===== src/core/ptb_defs.svh =====
// Register offsets, field positions, reset values and codes of the timer bank.
// Assumes inclusion by bare name from the core module, the checker and the bench.
`ifndef PTB_DEFS_SVH
`define PTB_DEFS_SVH
`define PTB_OFF_PRESCALE 32'h5100_0000
`define PTB_OFF_DIVDMA 32'h5100_0004
`define PTB_OFF_CONTROL 32'h5100_0008
`define PTB_OFF_TIMER0 32'h5100_000C
`define PTB_TIMER_STRIDE 32'h0000_000C
`define PTB_SUB_RELOAD 32'h0000_0000
`define PTB_SUB_COMPARE 32'h0000_0004
`define PTB_SUB_OBSERVE 32'h0000_0008
`define PTB_RST_PRESCALE 32'h0000_0000
`define PTB_RST_DIVDMA 32'h0000_0000
`define PTB_RST_CONTROL 32'h0000_0000
`define PTB_PRE0_LSB 0
`define PTB_PRE1_LSB 8
`define PTB_DZLEN_LSB 16
`define PTB_DMA_LSB 20
`define PTB_DMA_NONE 4'h0
`define PTB_DMA_T0 4'h1
`define PTB_DMA_T4 4'h5
`define PTB_DZ_EN_BIT 4
`endif


===== src/core/ptb_pkg.sv =====
// Types shared by the timer bank.
// Needs no include file; ptb_defs.svh is not used here.
package ptb_pkg;
  typedef struct packed {
    logic [31:0] addr;
    logic [31:0] wdata;
    logic wr;
    logic rd;
  } ptb_req_t;
  typedef struct packed {
    logic start;
    logic update;
    logic invert;
    logic autoReload;
  } ptb_ctl_t;
  typedef enum logic [1:0] {
    PTB_IDLE,
    PTB_RUN,
    PTB_RELOAD
  } ptb_state_t;
endpackage : ptb_pkg


===== src/core/ptb_timer_bank.sv =====
// Five 16-bit down-counting timers with double buffers, PWM and dead zone.
// Assumes a register master on a plain strobe port, synchronous to ref_clk.
//
// Operation
// (RULE1) At zero, copy reload and compare buffers into counter and compare.
// (RULE2) Raise a timer interrupt at each zero when enabled.
// (RULE3) Reload buffer reads the stored value; live count via observe.
// (RULE4) Reload at zero only with auto-reload; otherwise stop at zero.
// (RULE5) While manual update set, load counter and compare at once.
// (RULE6) Software writes buffers, sets update, then starts clearing update.
// (RULE7) Stopping a timer keeps its count, with no reload.
// (RULE8) Inverter change alters the output pin at once.
// (RULE9) Software should change inverter together with manual update.
// (RULE10) Counting starts within one timer tick after start.
// (RULE11) Output goes low to high when count equals compare.
// (RULE12) At zero hold reload in a temporary, load it next tick.
// (RULE13) Reload sets period, compare sets duty; inverter reverses it.
// (RULE14) Compare buffer writes affect only the next cycle.
// (RULE15) Stopped: output high when count at or below compare.
// (RULE16) One-shot: output stays high and timer halts after zero.
// (RULE17) Timer 0 gives output and complement; dead zone replaces both.
// (RULE18) Dead-zone outputs are never high at the same time.
// (RULE19) Eight-bit dead-zone length counts timer 0 ticks.
// (RULE20) DMA request held low until acknowledge, then released.
// (RULE21) DMA codes 1..5 pick timers 0..4 and mute only their interrupt.
// (RULE22) Tick is clock over prescaler plus one, then over divider.
// (RULE23) DMA selection is a 4-bit field resetting to no selection.
// (RULE24) Five timers, 16-bit counters; timer 4 has no pin.
`timescale 1ns/1ns
`include "ptb_defs.svh"
module ptb_timer_bank #(
  parameter int NTIMER = 5,
  parameter int CW = 16
) (
  // Clock and reset
  input wire logic ref_clk,
  input wire logic reset_n,
  // Register port
  input wire ptb_pkg::ptb_req_t busReq,
  output logic [31:0] busRdata,
  // Timer interrupt enables and requests
  input wire logic [NTIMER-1:0] irqEnable,
  output logic [NTIMER-1:0] timerIrq,
  // DMA handshake
  output logic dma_request_low,
  input wire logic dmaAck,
  // PWM pins
  output logic ch0_pwm_output,
  output logic ch0_pwm_complement,
  output logic ch1_output_pin,
  output logic [1:0] pwmOutputHi
);
  initial
  begin
    if (NTIMER != 5 || CW != 16)
      $error("ptb_timer_bank serves five 16-bit timers only");
  end

  // ----------------------------------------------------------------------
  // Registers
  // ----------------------------------------------------------------------
  logic [31:0] prescale_r;
  logic [31:0] divDma_r;
  logic [31:0] control_r;
  logic [CW-1:0] reloadBuf_r [NTIMER];
  logic [CW-1:0] compareBuf_r [NTIMER];
  logic [CW-1:0] downCounter_r [NTIMER];
  logic [CW-1:0] compareReg_r [NTIMER];

  // Control bits of one timer; timer 4 has no inverter bit.
  function automatic ptb_pkg::ptb_ctl_t ctlOf(input logic [31:0] c,
                                              input int n);
    ptb_pkg::ptb_ctl_t v;
    int b;
    b = (n == 0) ? 0 : 4 * n + 4;
    v.start = c[b];
    v.update = c[b+1];
    v.invert = (n == 4) ? 1'b0 : c[b+2];
    v.autoReload = (n == 4) ? c[b+2] : c[b+3];
    return v;
  endfunction : ctlOf

  // Index of the timer that a buffer address names, or NTIMER if none.
  function automatic int timerOf(input logic [31:0] a);
    logic [31:0] d;
    d = a - `PTB_OFF_TIMER0;
    for (int i = 0; i < NTIMER; i++)
    begin
      if (a >= `PTB_OFF_TIMER0 && d / `PTB_TIMER_STRIDE == 32'(i))
        return i;
    end
    return NTIMER;
  endfunction : timerOf

  function automatic logic [31:0] subOf(input logic [31:0] a);
    return (a - `PTB_OFF_TIMER0) % `PTB_TIMER_STRIDE;
  endfunction : subOf

  int wrTimer;
  logic [31:0] wrSub;
  assign wrTimer = timerOf(busReq.addr);
  assign wrSub = subOf(busReq.addr);

  // ----------------------------------------------------------------------
  // Configuration registers
  // ----------------------------------------------------------------------
  // (RULE23) DMA field resets to none
  always_ff @(posedge ref_clk)
  begin
    if (!reset_n)
    begin
      prescale_r <= `PTB_RST_PRESCALE;
      divDma_r <= `PTB_RST_DIVDMA;
      control_r <= `PTB_RST_CONTROL;
    end
    else if (busReq.wr)
    begin
      if (busReq.addr == `PTB_OFF_PRESCALE)
        prescale_r <= {8'h00, busReq.wdata[23:0]};
      if (busReq.addr == `PTB_OFF_DIVDMA)
        divDma_r <= {8'h00, busReq.wdata[23:0]};
      if (busReq.addr == `PTB_OFF_CONTROL)
        control_r <= {9'h000, busReq.wdata[22:8], 3'b000, busReq.wdata[4:0]};
    end
  end

  // (RULE14) Buffers only; the cycle in progress is untouched
  always_ff @(posedge ref_clk)
  begin
    for (int i = 0; i < NTIMER; i++)
    begin
      if (!reset_n)
      begin
        reloadBuf_r[i] <= '0;
        compareBuf_r[i] <= '0;
      end
      else if (busReq.wr && wrTimer == i)
      begin
        if (wrSub == `PTB_SUB_RELOAD)
          reloadBuf_r[i] <= busReq.wdata[CW-1:0];
        if (wrSub == `PTB_SUB_COMPARE && i != 4)
          compareBuf_r[i] <= busReq.wdata[CW-1:0];
      end
    end
  end

  // ----------------------------------------------------------------------
  // Read port
  // ----------------------------------------------------------------------
  logic [31:0] rdNxt;
  always_comb
  begin
    rdNxt = 32'h0000_0000;
    if (busReq.addr == `PTB_OFF_PRESCALE)
      rdNxt = prescale_r;
    else if (busReq.addr == `PTB_OFF_DIVDMA)
      rdNxt = divDma_r;
    else if (busReq.addr == `PTB_OFF_CONTROL)
      rdNxt = control_r;
    else if (wrTimer < NTIMER)
    begin
      // (RULE3) Buffer reads stored value
      if (wrSub == `PTB_SUB_RELOAD)
        rdNxt = {16'h0000, reloadBuf_r[wrTimer]};
      else if (wrSub == `PTB_SUB_COMPARE)
        rdNxt = {16'h0000, compareBuf_r[wrTimer]};
      else if (wrSub == `PTB_SUB_OBSERVE)
        rdNxt = {16'h0000, downCounter_r[wrTimer]};
    end
  end

  always_ff @(posedge ref_clk)
  begin
    if (!reset_n)
      busRdata <= 32'h0000_0000;
    else if (busReq.rd)
      busRdata <= rdNxt;
    else
      busRdata <= 32'h0000_0000;
  end

  // ----------------------------------------------------------------------
  // Prescalers and dividers
  // ----------------------------------------------------------------------
  logic [7:0] preCnt_r [2];
  logic [1:0] preTick;
  logic [3:0] divCnt_r [NTIMER];
  logic [NTIMER-1:0] tick;

  // (RULE22) Prescale then divide
  always_ff @(posedge ref_clk)
  begin
    for (int p = 0; p < 2; p++)
    begin
      if (!reset_n || preTick[p])
        preCnt_r[p] <= 8'h00;
      else
        preCnt_r[p] <= preCnt_r[p] + 8'h01;
    end
  end
  assign preTick[0] = preCnt_r[0] == prescale_r[`PTB_PRE0_LSB +: 8];
  assign preTick[1] = preCnt_r[1] == prescale_r[`PTB_PRE1_LSB +: 8];

  // Divider codes with bit 2 set count as 1/16 and bit 3 is ignored; no external tick input exists.
  genvar g;
  generate
    for (g = 0; g < NTIMER; g++)
    begin : gDiv
      logic [3:0] divMask;
      logic [1:0] sel;
      assign sel = divDma_r[4*g+2] ? 2'd3 : divDma_r[4*g +: 2];
      assign divMask = 4'((5'd2 << sel) - 5'd1);
      assign tick[g] = preTick[g < 2 ? 0 : 1] && (divCnt_r[g] == divMask);
      always_ff @(posedge ref_clk)
      begin
        if (!reset_n || tick[g])
          divCnt_r[g] <= 4'h0;
        else if (preTick[g < 2 ? 0 : 1])
          divCnt_r[g] <= divCnt_r[g] + 4'h1;
      end
    end
  endgenerate

  // ----------------------------------------------------------------------
  // Timers
  // ----------------------------------------------------------------------
  ptb_pkg::ptb_state_t state_r [NTIMER];
  logic [CW-1:0] hold_r [NTIMER];
  logic [NTIMER-1:0] pwmLevel_r;
  logic [NTIMER-1:0] zeroEvt;
  logic [3:0] dmaSel;
  assign dmaSel = divDma_r[`PTB_DMA_LSB +: 4];

  generate
    for (g = 0; g < NTIMER; g++)
    begin : gTim
      ptb_pkg::ptb_ctl_t c;
      assign c = ctlOf(control_r, g);
      assign zeroEvt[g] = tick[g] && state_r[g] == ptb_pkg::PTB_RUN &&
                          c.start && downCounter_r[g] == '0;
      always_ff @(posedge ref_clk)
      begin
        if (!reset_n)
        begin
          state_r[g] <= ptb_pkg::PTB_IDLE;
          downCounter_r[g] <= '0;
          compareReg_r[g] <= '0;
          hold_r[g] <= '0;
          pwmLevel_r[g] <= 1'b0;
        end
        // (RULE5) Manual update loads at once
        else if (c.update)
        begin
          downCounter_r[g] <= reloadBuf_r[g];
          compareReg_r[g] <= compareBuf_r[g];
          // (RULE15) Stopped level follows the loaded count and compare
          pwmLevel_r[g] <= (reloadBuf_r[g] <= compareBuf_r[g]);
          state_r[g] <= ptb_pkg::PTB_IDLE;
        end
        // (RULE7) Stop keeps the count
        else if (!c.start)
          state_r[g] <= ptb_pkg::PTB_IDLE;
        else if (tick[g])
        begin
          case (state_r[g])
            // (RULE10) First tick after start already counts
            ptb_pkg::PTB_IDLE:
            begin
              if (downCounter_r[g] != '0)
              begin
                downCounter_r[g] <= downCounter_r[g] - CW'(1);
                if (downCounter_r[g] - CW'(1) == compareReg_r[g])
                  pwmLevel_r[g] <= 1'b1;
                state_r[g] <= ptb_pkg::PTB_RUN;
              end
            end
            ptb_pkg::PTB_RUN:
            begin
              if (downCounter_r[g] == '0)
              begin
                // (RULE1) Buffers into compare and temporary
                compareReg_r[g] <= compareBuf_r[g];
                hold_r[g] <= reloadBuf_r[g];
                // (RULE4) One-shot halts at zero
                if (c.autoReload)
                begin
                  // (RULE12) Temporary holds the reload
                  state_r[g] <= ptb_pkg::PTB_RELOAD;
                end
                else
                  state_r[g] <= ptb_pkg::PTB_IDLE;
              end
              else
              begin
                downCounter_r[g] <= downCounter_r[g] - CW'(1);
                // (RULE11) Rise on match
                if (downCounter_r[g] - CW'(1) == compareReg_r[g])
                  pwmLevel_r[g] <= 1'b1;
              end
            end
            ptb_pkg::PTB_RELOAD:
            begin
              // (RULE12) Load counter next tick
              downCounter_r[g] <= hold_r[g];
              pwmLevel_r[g] <= (hold_r[g] <= compareReg_r[g]);
              state_r[g] <= ptb_pkg::PTB_RUN;
            end
            default:
              state_r[g] <= ptb_pkg::PTB_IDLE;
          endcase
        end
      end
      // (RULE2) Interrupt at zero, muted for the DMA timer
      // (RULE21) Only the selected timer loses its interrupt
      assign timerIrq[g] = zeroEvt[g] && irqEnable[g] &&
                           dmaSel != 4'(g + 1);
    end
  endgenerate

  // ----------------------------------------------------------------------
  // Output levels
  // ----------------------------------------------------------------------
  // (RULE15) Level follows count against compare; one-shot ends high
  // (RULE16) Reaching zero leaves the level high
  // (RULE13) Larger compare, longer high time
  // (RULE8) Inverter acts at once
  logic [3:0] pinLevel;
  always_comb
  begin
    ptb_pkg::ptb_ctl_t cv;
    cv = '0;
    pinLevel = 4'h0;
    for (int i = 0; i < 4; i++)
    begin
      cv = ctlOf(control_r, i);
      pinLevel[i] = pwmLevel_r[i] ^ cv.invert;
    end
  end

  // ----------------------------------------------------------------------
  // Dead zone
  // ----------------------------------------------------------------------
  // A change of level first drops both outputs, then the new side rises
  // only after the gap, so a zero-length gap still gives one clock apart.
  logic [7:0] dzCnt_r;
  logic dzLast_r;
  logic dzOut_r;
  logic dzComp_r;
  logic dzEn;
  assign dzEn = control_r[`PTB_DZ_EN_BIT];
  // (RULE19) Gap counted in timer 0 ticks
  // (RULE18) Never both high
  always_ff @(posedge ref_clk)
  begin
    if (!reset_n)
    begin
      dzCnt_r <= 8'h00;
      dzLast_r <= 1'b0;
      dzOut_r <= 1'b0;
      dzComp_r <= 1'b0;
    end
    else if (pinLevel[0] != dzLast_r)
    begin
      dzLast_r <= pinLevel[0];
      dzCnt_r <= prescale_r[`PTB_DZLEN_LSB +: 8];
      dzOut_r <= 1'b0;
      dzComp_r <= 1'b0;
    end
    else if (dzCnt_r != 8'h00)
    begin
      if (tick[0])
        dzCnt_r <= dzCnt_r - 8'h01;
    end
    else
    begin
      dzOut_r <= dzLast_r;
      dzComp_r <= !dzLast_r;
    end
  end

  // (RULE17) Complement and dead-zone routing
  // (RULE24) Timer 4 has no pin
  always_ff @(posedge ref_clk)
  begin
    if (!reset_n)
    begin
      ch0_pwm_output <= 1'b0;
      ch0_pwm_complement <= 1'b1;
      ch1_output_pin <= 1'b0;
      pwmOutputHi <= 2'b00;
    end
    else
    begin
      ch0_pwm_output <= dzEn ? dzOut_r : pinLevel[0];
      ch0_pwm_complement <= dzEn ? dzComp_r : !pinLevel[0];
      ch1_output_pin <= dzEn ? dzComp_r : pinLevel[1];
      pwmOutputHi <= pinLevel[3:2];
    end
  end

  // ----------------------------------------------------------------------
  // DMA request
  // ----------------------------------------------------------------------
  logic dmaEvt;
  always_comb
  begin
    dmaEvt = 1'b0;
    for (int i = 0; i < NTIMER; i++)
      if (dmaSel == 4'(i + 1))
        dmaEvt = zeroEvt[i];
  end
  // (RULE20) Hold low until acknowledge; a new event wins
  always_ff @(posedge ref_clk)
  begin
    if (!reset_n)
      dma_request_low <= 1'b1;
    else if (dmaEvt)
      dma_request_low <= 1'b0;
    else if (dmaAck)
      dma_request_low <= 1'b1;
  end
endmodule : ptb_timer_bank


===== config.mk =====
export PLATFORM = sky130hd
export DESIGN_NAME = ptb_timer_bank
export DESIGN_NICKNAME = d
export VERILOG_FILES = /design/src/core/ptb_pkg.sv /design/src/core/ptb_timer_bank.sv
export VERILOG_INCLUDE_DIRS = /design/src /design/src/core
export SDC_FILE = /design/constraint.sdc
export NUM_CORES = 1
export LEC_CHECK = 0
export ABC_AREA = 1
export BUFFER_PORTS_ARGS = -buffer_cell sky130_fd_sc_hd__clkbuf_2
export CAP_MARGIN = 20
export CORE_ASPECT_RATIO = 1.4
export CORE_MARGIN = 2
export CORE_UTILIZATION = 40
export DETAILED_ROUTE_END_ITERATION = 16
export PLACE_DENSITY = 0.61
export SLEW_MARGIN = 15
export SYNTH_ARGS = -nofsm -noshare
export SYNTH_HDL_FRONTEND = slang
export SYNTH_SLANG_ARGS = --single-unit

===== constraint.sdc =====
create_clock -name ref_clk -period 17 [get_ports ref_clk]
set_input_delay 3.4 -clock ref_clk [delete_from_list [all_inputs] [get_ports ref_clk]]
set_output_delay 3.4 -clock ref_clk [all_outputs]
set_load 0.02 [all_outputs]

======== After elaboration in Yosys (flattened, before gate mapping) ========
Memories as Yosys holds them, arrays and structs flattened.
Index checks and enable logic that the tools add are counted.
storage, ports and cells
  register bits ........................... 121
  RAM bits ................................ 446
  input bits .............................. 74
  output and inout bits ................... 43
  word-level logic and storage cells ...... 812
  memories ................................ 8
memories
  name             depth  width  rd ports  clocked after Yosys merged registers in  write ports  line                   source
  compareBuf_r     5      16     6         0                                        5            ptb_timer_bank.sv:66   logic [CW-1:0] compareBuf_r [NTIMER];
  compareReg_r     5      16     4         0                                        5            ptb_timer_bank.sv:68   logic [CW-1:0] compareReg_r [NTIMER];
  downCounter_r    5      16     6         0                                        5            ptb_timer_bank.sv:67   logic [CW-1:0] downCounter_r [NTIMER];
  hold_r           5      16     5         0                                        5            ptb_timer_bank.sv:228  logic [CW-1:0] hold_r [NTIMER];
  reloadBuf_r      5      16     6         0                                        5            ptb_timer_bank.sv:65   logic [CW-1:0] reloadBuf_r [NTIMER];
  divCnt_r         5      4      5         0                                        5            ptb_timer_bank.sv:187  logic [3:0] divCnt_r [NTIMER];
  2 more memories  n/a    n/a    n/a       n/a                                      n/a          n/a
operators by class
  add/subtract/negate cells ............... 19
  divide/modulo/power cells ............... 2
  order comparisons ....................... 10
  eq/ne operators ......................... 53
  shift-type cells ........................ 5
  multiplexer cells ....................... 504
  bitwise gates (word level) .............. 93
  reduce and logical (&&, ||, !) cells .... 100
operator list
  kind                                                                 count
  two-way mux 16 bit                                                   48
  two-way mux 1 bit                                                    391
  two-way mux 32 bit                                                   8
  equality test 32 x 3 -> 1 bit, second input constant                 4
  <= comparator 16 bit                                                 8
  equality test 32 x 2 -> 1 bit, second input constant                 3
  equality test 32 x 31 -> 1 bit, second input constant                3
  zero test 32 bit                                                     3
  OR 1 bit                                                             86
  zero test 16 bit                                                     5
  two-way mux 2 bit                                                    40
  nonzero test 16 bit                                                  5
  subtractor 16 x 1 -> 16 bit, second input constant                   5
  equality test 16 bit                                                 4
  equality test 32 x 4 -> 1 bit, second input constant                 2
  two-way mux 24 bit                                                   2
  logical AND 1 bit                                                    40
  two-way mux 8 bit                                                    5
  divider 32 x 4 -> 32 bit, second input constant                      1
  equality test 32 x 1 -> 1 bit, second input constant                 1
  greater-or-equal comparator 32 x 31 -> 1 bit, second input constant  1
  less-than comparator 32 x 4 -> 1 bit, second input constant          1
  remainder unit 32 x 4 -> 32 bit, second input constant               1
  subtractor 32 x 31 -> 32 bit, second input constant                  1
  33 further kinds                                                     118

======== Depth between registers and ports, before layout ========
Gate-level depths: netlist of run 1.
An unclocked memory read counts as a cell.
  depth after elaboration ................. 24
  gate-level depth with buffers ........... 94
  gate-level depth less buffers ........... 93

======== Worst setup path before layout of run 1 ========
No wires, ideal clock.
  path kind ............................... in2reg
  start ................................... input busReq[36] (netlist name)
  end ..................................... memory compareBuf_r[2][0], enable pin
  library setup time ...................... 0.414 ns
  arrival time ............................ 12.097 ns
  required time ........................... 16.586 ns
  path slack .............................. 4.488 ns
  cell stages on the path ................. 79
  path buffers ............................ 1
  cells stage by stage .................... ha_1 > inv_2 > nand2_2 > nor2_4 > inv_2 > nor2_4 > nand2_2 > nand2_2 > nand3_2 > xnor2_2 > inv_2 > nand3_1 > nand2_1 > nand2_1 > nand3_2 > nand3_1 > nand3_1 > nand2_1 > [... 43 more ...] > o21ai_1 > nand2_2 > o21ai_1 > nand2_2 > o21ai_1 > nand2_1 > o21ai_1 > nand2_1 > inv_1 > o21bai_2 > nand3_2 > nand2_2 > a21oi_1 > nand3_4 > nor2_4 > buf_4 > nand2_1 > o31ai_1
RTL lines
  item             line                  source
  start, declared  ptb_timer_bank.sv:39  input wire ptb_pkg::ptb_req_t busReq,
  end, declared    ptb_timer_bank.sv:66

======== Worst setup path in the final report of run 1 ========
  start ................................... input busReq[36] (netlist name)
  end ..................................... register busRdata[12]
between the ends
  word-level cells in the longest chain between the ends .. 22
  elaborated cells on any way between the ends .. 58
  classes of those cells .................. 1 x add/sub; 2 x div; 2 x order compare; 9 x eq/ne; 34 x mux; 7 x reduce/logical; 3 x memory
RTL lines
  item                                                                   line                   source
  branches (longest 21 deep; another with subtractor 32 x 31 -> 32 bit)  n/a
  two-way mux 24 bit (*)                                                 ptb_timer_bank.sv:154  if (busReq.addr == `PTB_OFF_PRESCALE)
  end signal, assigned                                                   ptb_timer_bank.sv:177  busRdata <= rdNxt;
  end, declared                                                          ptb_timer_bank.sv:40   output logic [31:0] busRdata,
Every way passes the cells marked *. The select of a mux whose other input is x is not followed.
A chain may end at the register's enable or synchronous reset.

==> qor.csv, run 1 <==
metric,value,unit
place_ws,2660,ps
synthTopCellsByArea,"edfxtp_1 36%, nand2_1 8.3%, dfxtp_1 7.9%",
grt_max_degree,72,
period_share,80.6,%
slowest_delay,880,ps
maxSlewViolCount,0,
worstSetupPathType,in -> reg,
ys_seq_area_share,44.3,%
firstDrtPassIters,6,
setup_tns,0,ps
cts_buffer_depth,3,
cp.required,17580,ps
p_sw_share,29.0,%
end_kind,flop,
synth_seq_cells,527,
yosys.area.top_type,edfxtp_1,
hold_class,reg -> reg,
post_cts_resized,0,
finish.net_count,4375,
worstMarginPinSlew,985,ps
r2r.worst_path.cells,15,
timing.final.ws_setup,3290,ps
wire_per_inst,20.1,um
die-area,84300,um2
critPathLaunchType,input pin,
crit_top_cell,nand2_1,
numCtsBuffers,52,
synth_edf_count,398,
hold_viol,0,
routed-via-count,28200,
path_max_fanout,62,
antenna_found_initial,1,
port_buffers,100,
fmax,0.0730,GHz
clockPowerShare,38.2,%
via_per_inst,5.35,
drc,0,
ir_drop,0.0000959,V
synthToLayoutAreaGrowth,9.59,%
rr_endpoint,downCounter_r[0][3],
io_pins,117,
cp_slowest_cell,o211ai_1,
crit_start,busReq[36],
drt_iter0_drc,2344,
p_seq_share,46.6,%
ys_warn_count,0,
design_area,35900,um2
row_count,124,
place_area,34100,um2
regToRegSetupSlack,12200,ps
start_util,40.2,%
setup_viol,0,
rsz0062_at_grt,false,
hold_buffers,0,
routed_wl,106000,um
die_width,246,um
htreeDepth,2,
hpwl,80800,um
finalWeightedCongestion,0.953,
synth_flop_cell,edfxtp_1,
synthArstFlopShare,0,%
insertedDiodeCount,0,
p_int,2.25,mW
core_area,81500,um2
grtUsageTotal,24.9,%
post_cts.repair.setup_buffers,0,
synth_top_area_share,36.5,%
die_y,343,um
synth_area_per_cell,7.98,um2
syn_inst,4110,
cts_root_buf,clkbuf_16,
combPwrFrac,15.2,%
drive_above_1_share,7.99,%
finish.utilization,44.1,%
cts_tree,built,
status,finished clean,
slew_headroom,34.3,%
cts_sinks,527,
p_sw,918,uW
arrival,14280,ps
drv_cap,0,
grt_pass1_wl,159000,um
fin_skew,31.1,ps
synth_area,32800,um2
cts.clk_slew.worst_paths,60,ps
postRouteAntennaNets,0,
grt.overflow.total,0,
worstSetupEndpoint,busRdata[12],
clk_latency,660,ps
grt_pass1_vias,27300,
ys_types,66,
rr_startpoint,downCounter_r[0][0],
finalPower,3.17,mW
power_density,88.1,nW/um2
min_period,13710,ps
p_leak,15.8,nW
-- kinds of logic after synthesis --
logic type	synth area share, %
multiplexers	0.0344
AND/OR/NAND/NOR	24.3
XOR/XNOR	4.22
AO/OA/AOI/OAI	11.9
flip-flops	44.3
adder cells (fa/ha/maj)	5.69
other	0.0114
buffers and inverters	9.43
-- power by group through the flow --
stage          registers [mW]  clock network, mW  logic, mW
6_report                 1.48               1.21      0.480
5_1_grt                  1.48               1.26      0.539
3_5_place_dp             1.50                  0      0.475
4_1_cts                  1.47               1.22      0.477
3_3_place_gp             1.50                  0      0.466
2_1_floorplan            1.48                  0      0.353
-- per-stage QoR --
step	std cells	hold slack, ps
floorplan	4117	427
global placement	5164	454
detailed placement	5164	464
CTS	5261	473
global route	5266	503
finish	5266	470
-- area by class of cell --
cell class / instances / area [um2]
Fill cell: 8201 / 45500
Multi-Input combinational cell: 2820 / 15200
Sequential cell: 527 / 14500
Inverter: 619 / 2320
Clock buffer: 68 / 1450
Tap cell: 1071 / 1340
Timing Repair Buffer: 132 / 772
Clock inverter: 29 / 294
-- cells in the final DEF, fill, tap and decap left out, types with 11 or more instances in the layout --
cell	n
a211oi_1	11
a21oi_1	212
a31oi_1	20
buf_4	29
clkbuf_16	53
clkbuf_2	99
clkinv_1	12
clkinv_2	11
dfxtp_1	129
edfxtp_1	398
ha_1	149
inv_1	602
inv_2	13
nand2_1	726
nand2_2	19
nand3_1	276
nand3_2	18
nand4_1	38
nor2_1	582
nor2_2	13
nor2_4	13
nor3_1	59
nor4_1	25
o211ai_1	35
o21a_1	25
o21ai_0	249
o21ai_1	31
o221ai_1	28
or2_2	20
xnor2_1	40
xor2_1	116
-- how the worst min path moves through the flow --
| stage | start | endpoint | slack, ps | cells past startpoint |
|---|---|---|---|---|
| 2_1_floorplan | dzOut_r | ch0_pwm_output | 430 | 2 |
| 3_3_place_gp | dzCnt_r[7] | dzCnt_r[7] | 450 | 2 |
| 3_5_place_dp | dzCnt_r[7] | dzCnt_r[7] | 460 | 2 |
| 4_1_cts | dzCnt_r[7] | dzCnt_r[7] | 470 | 2 |
| 5_1_grt | dzCnt_r[7] | dzCnt_r[7] | 500 | 2 |
| 6_report | dzCnt_r[7] | dzCnt_r[7] | 470 | 2 |
-- critical path: cells and delay by family --
kind | cells | cell delay [ps]
simple gates | 65 | 7350
buf+inv | 8 | 590
compound gates | 13 | 2590
fa+ha+maj | 1 | 280
-- synthesized netlist by cell type, types with 9 or more instances --
library cell / n
nand4_1: 38
a211oi_1: 11
o211ai_1: 35
inv_1: 601
buf_2: 24
nand3_1: 276
ha_1: 149
o2111ai_1: 10
o221ai_1: 28
o21a_1: 25
or2_2: 20
nor2_2: 10
dlygate4sd3_1: 10
o21ai_1: 26
clkbuf_1: 95
nor2_1: 585
nand2_1: 726
nand3b_1: 10
nand3_2: 18
xor2_1: 116
a21oi_1: 212
nor4_1: 25
xnor2_1: 40
buf_4: 13
a31oi_1: 20
inv_2: 13
nand2_2: 19
or4_1: 9
edfxtp_1: 398
dfxtp_1: 129
nor3_1: 59
o21ai_0: 256
nor2_4: 13
-- state kept, by name, summed over array words and instances, names as in the netlist, 2 cells and up --
register and cells:
busRdata 24, compareBuf_r 64, compareReg_r 64, control_r 20
divCnt_r 20, divDma_r 24, downCounter_r 80, dzCnt_r 8
hold_r 80, preCnt_r 16, prescale_r 24, pwmLevel_r 4
pwmOutputHi 2, reloadBuf_r 80, state_r 10
-- metal layers --
metal	part of all wire [%]	up-vias	global-route usage, %
met3	5.9	254	2.81
met2	49	1057	43.3
li1	-	13700	-
met1	38	13100	29.1
met5	0	-	0
met4	7.2	0	15.8
No activity file was read; power rests on OpenSTA's default activity.
==> inputs of run 2 (changes only) <==
- ABC_AREA: 1 -> 0
- PLACE_DENSITY: 0.61 -> 0.63
- clock period: 17 -> 11.6 ns (I/O delays scaled with it)
==> qor.csv, run 2 <==
metric,value,unit,change
status,finished clean,,
die-area,86200,um2,+2.3%
ys_types,105,,+59%
grt_max_degree,73,,+1.4%
hold_viol,0,,unchanged
clk_latency,660,ps,about the same
routed_wl,120000,um,+14%
cp_slowest_cell,or4_4,,
num-fill-cells,7739,,-5.6%
cts_tree,built,,
synth_common_cells,"398 x edfxtp_1, 355 x nand2_1, 277 x and2_1",,
cts_buffer_depth,3,,unchanged
core_area,83000,um2,+2.0%
drive_above_1_share,17.8,%,+9.8 points
period_share,98.0,%,
firstDrtPassIters,9,,+3
cp.required,12060,ps,-5520 ps
end_kind,flop,,
layout_commonest_cell,edfxtp_1,,
synth_area,33500,um2,+2.3%
finalPower,5.02,mW,+59%
antenna_found_initial,9,,+8
grt_pass1_vias,28100,,+3.2%
die_width,249,um,+1.1%
critPathLaunchType,input pin,,
synth_edf_count,398,,unchanged
htreeDepth,2,,unchanged
design_area,39700,um2,+10%
worstMarginPinSlew,1120,ps,+135 ps
yosys.area.top_type,edfxtp_1,,
synth_top_area_share,35.6,%,-0.83 points
wire_per_inst,24.3,um,+21%
drv_cap,0,,unchanged
hold_ws,461,ps,-9.27 ps
row_count,125,,+0.81%
grt.overflow.total,0,,unchanged
cts_sinks,527,,unchanged
setup_viol,0,,unchanged
syn_inst,3512,,-15%
postRouteAntennaNets,0,,unchanged
p_leak,15.2,nW,-4.0%
path_max_fanout,9,,-85%
slew_headroom,25.2,%,-9.2 points
ys_warn_count,0,,unchanged
io_pins,117,,unchanged
grtUsageTotal,27.3,%,+2.4 points
synth_area_per_cell,9.55,um2,+20%
fin_skew,26.8,ps,-4.25 ps
drc,0,,unchanged
power_density,127,nW/um2,+44%
r2r.worst_path.cells,8,,-7
worstSetupPathType,in -> reg,,
ys_seq_area_share,43.3,%,-1.0 points
slowest_delay,580,ps,-300 ps
maxSlewViolCount,0,,unchanged
hold_class,reg -> reg,,
place_area,37400,um2,+9.6%
numCtsBuffers,54,,+3.8%
crit_top_cell,buf_4,,
cts_root_buf,clkbuf_16,,
synthArstFlopShare,0,%,unchanged
ir_drop,0.000130,V,+36%
start_util,40.4,%,+0.15 points
reg.largest.list,"downCounter_r: 80 flops, hold_r: 80 flops, reloadBuf_r: 80 flops",,
hpwl,93200,um,+15%
drt_iter0_drc,2673,,+14%
cts.clk_slew.worst_paths,60,ps,about the same
synth_flop_cell,edfxtp_1,,
min_path_cells,2,,unchanged
fmax,0.0879,GHz,
finalWeightedCongestion,1.01,,+5.6%
die_y,347,um,+1.1%
min_period,11370,ps,
via_per_inst,5.87,,+9.7%
port_buffers,100,,unchanged
routed-via-count,29100,,+3.2%
synthTopCellsByArea,"edfxtp_1 36%, dfxtp_1 7.7%, ha_1 5.6%",,
finish.net_count,4050,,-7.4%
final_cell_mix,"398 x edfxtp_1, 353 x nand2_1, 306 x buf_4",,
yosysMostFrequentCell,edfxtp_1,,
grt_pass1_wl,177000,um,+11%
arrival,11830,ps,-2450 ps
synthToLayoutAreaGrowth,18.2,%,
finish.utilization,47.8,%,+3.7 points
synth_seq_cells,527,,unchanged
[run 2: cell count changes after synthesis, sizes merged, moves of 150 or more]
cell,previous run,this run
and2,1,278
inv,614,181
nand2,746,356
nand3,296,98
nor2,608,279
o21ai,284,134
[run 2: logic make-up after synthesis]
kind of cell               Yosys count  synth area share [%]
DFF                                527                  43.3
other                                1                0.0112
adders and majority gates          149                  5.56
muxes                               65                  2.72
and+or+nand+nor                   1410                  21.5
AOI/OAI and AO/OA                  754                  16.0
xor gates and xnor gates           241                  6.33
buffers and inverters              365                  4.50
[run 2: layer usage]
layer	up-vias	wire length, um	GRT usage [%]
met3	345	8340	3.51
li1	13400	-	-
met4	0	8570	16.8
met1	14100	45200	32.1
met5	-	0	0
met2	1236	58400	47.3
[run 2: final timing paths]
| path | from | endpoint | slack (ps) |
|---|---|---|---|
| worst max-delay path | busReq[38] | busRdata[6] | 230 |
| worst max register to register | prescale_r[13] | downCounter_r[2][1] | 7340 |
| worst min register to register | dzOut_r | ch0_pwm_output | 460 |
| worst min-delay path | dzOut_r | ch0_pwm_output | 460 |
[run 2: worst max-delay path: cells and delay by family]
| family | cells | cell delay, ps |
|---|---|---|
| AND/OR/NAND/NOR | 8 | 2840 |
| AO/OA/AOI/OAI | 20 | 4840 |
| buffers and inverters | 8 | 1230 |
| multiplexers | 1 | 570 |
[run 2: what timing repair did]
item	CTS	global route
hold buffers	0	0
endpoints found under the setup margin	12	304
gates cloned	0	1
pin swaps	0	16
setup buffers	0	3
resized for setup	5	85
[run 2: layout make-up]
class	count	area [um2]	share of cell area (%)
inverters	182	683	1.72
well taps	1079	1350	3.40
multi-input cells	2627	18000	45.3
flip-flops and latches	527	14500	36.6
clock inverters	33	295	0.745
clock buffers	68	1470	3.69
repair buffers	435	3350	8.45
diodes	5	12.5	0.0315
[run 2: power by group]
| group | internal, mW | switching (mW) |
|---|---|---|
| sequential | 2.10 | 0.0983 |
| combinational | 0.467 | 0.589 |
| clock | 0.970 | 0.795 |
[run 2: stage by stage]
stage	std cells	setup TNS, ps	setup slack (ps)
4_1_cts	4944	0	6.39
3_3_place_gp	4841	-146000	-745
5_1_grt	4953	-8280	-171
3_5_place_dp	4843	-145700	-758
6_report	4956	0	228
2_1_floorplan	3519	-23320	-478
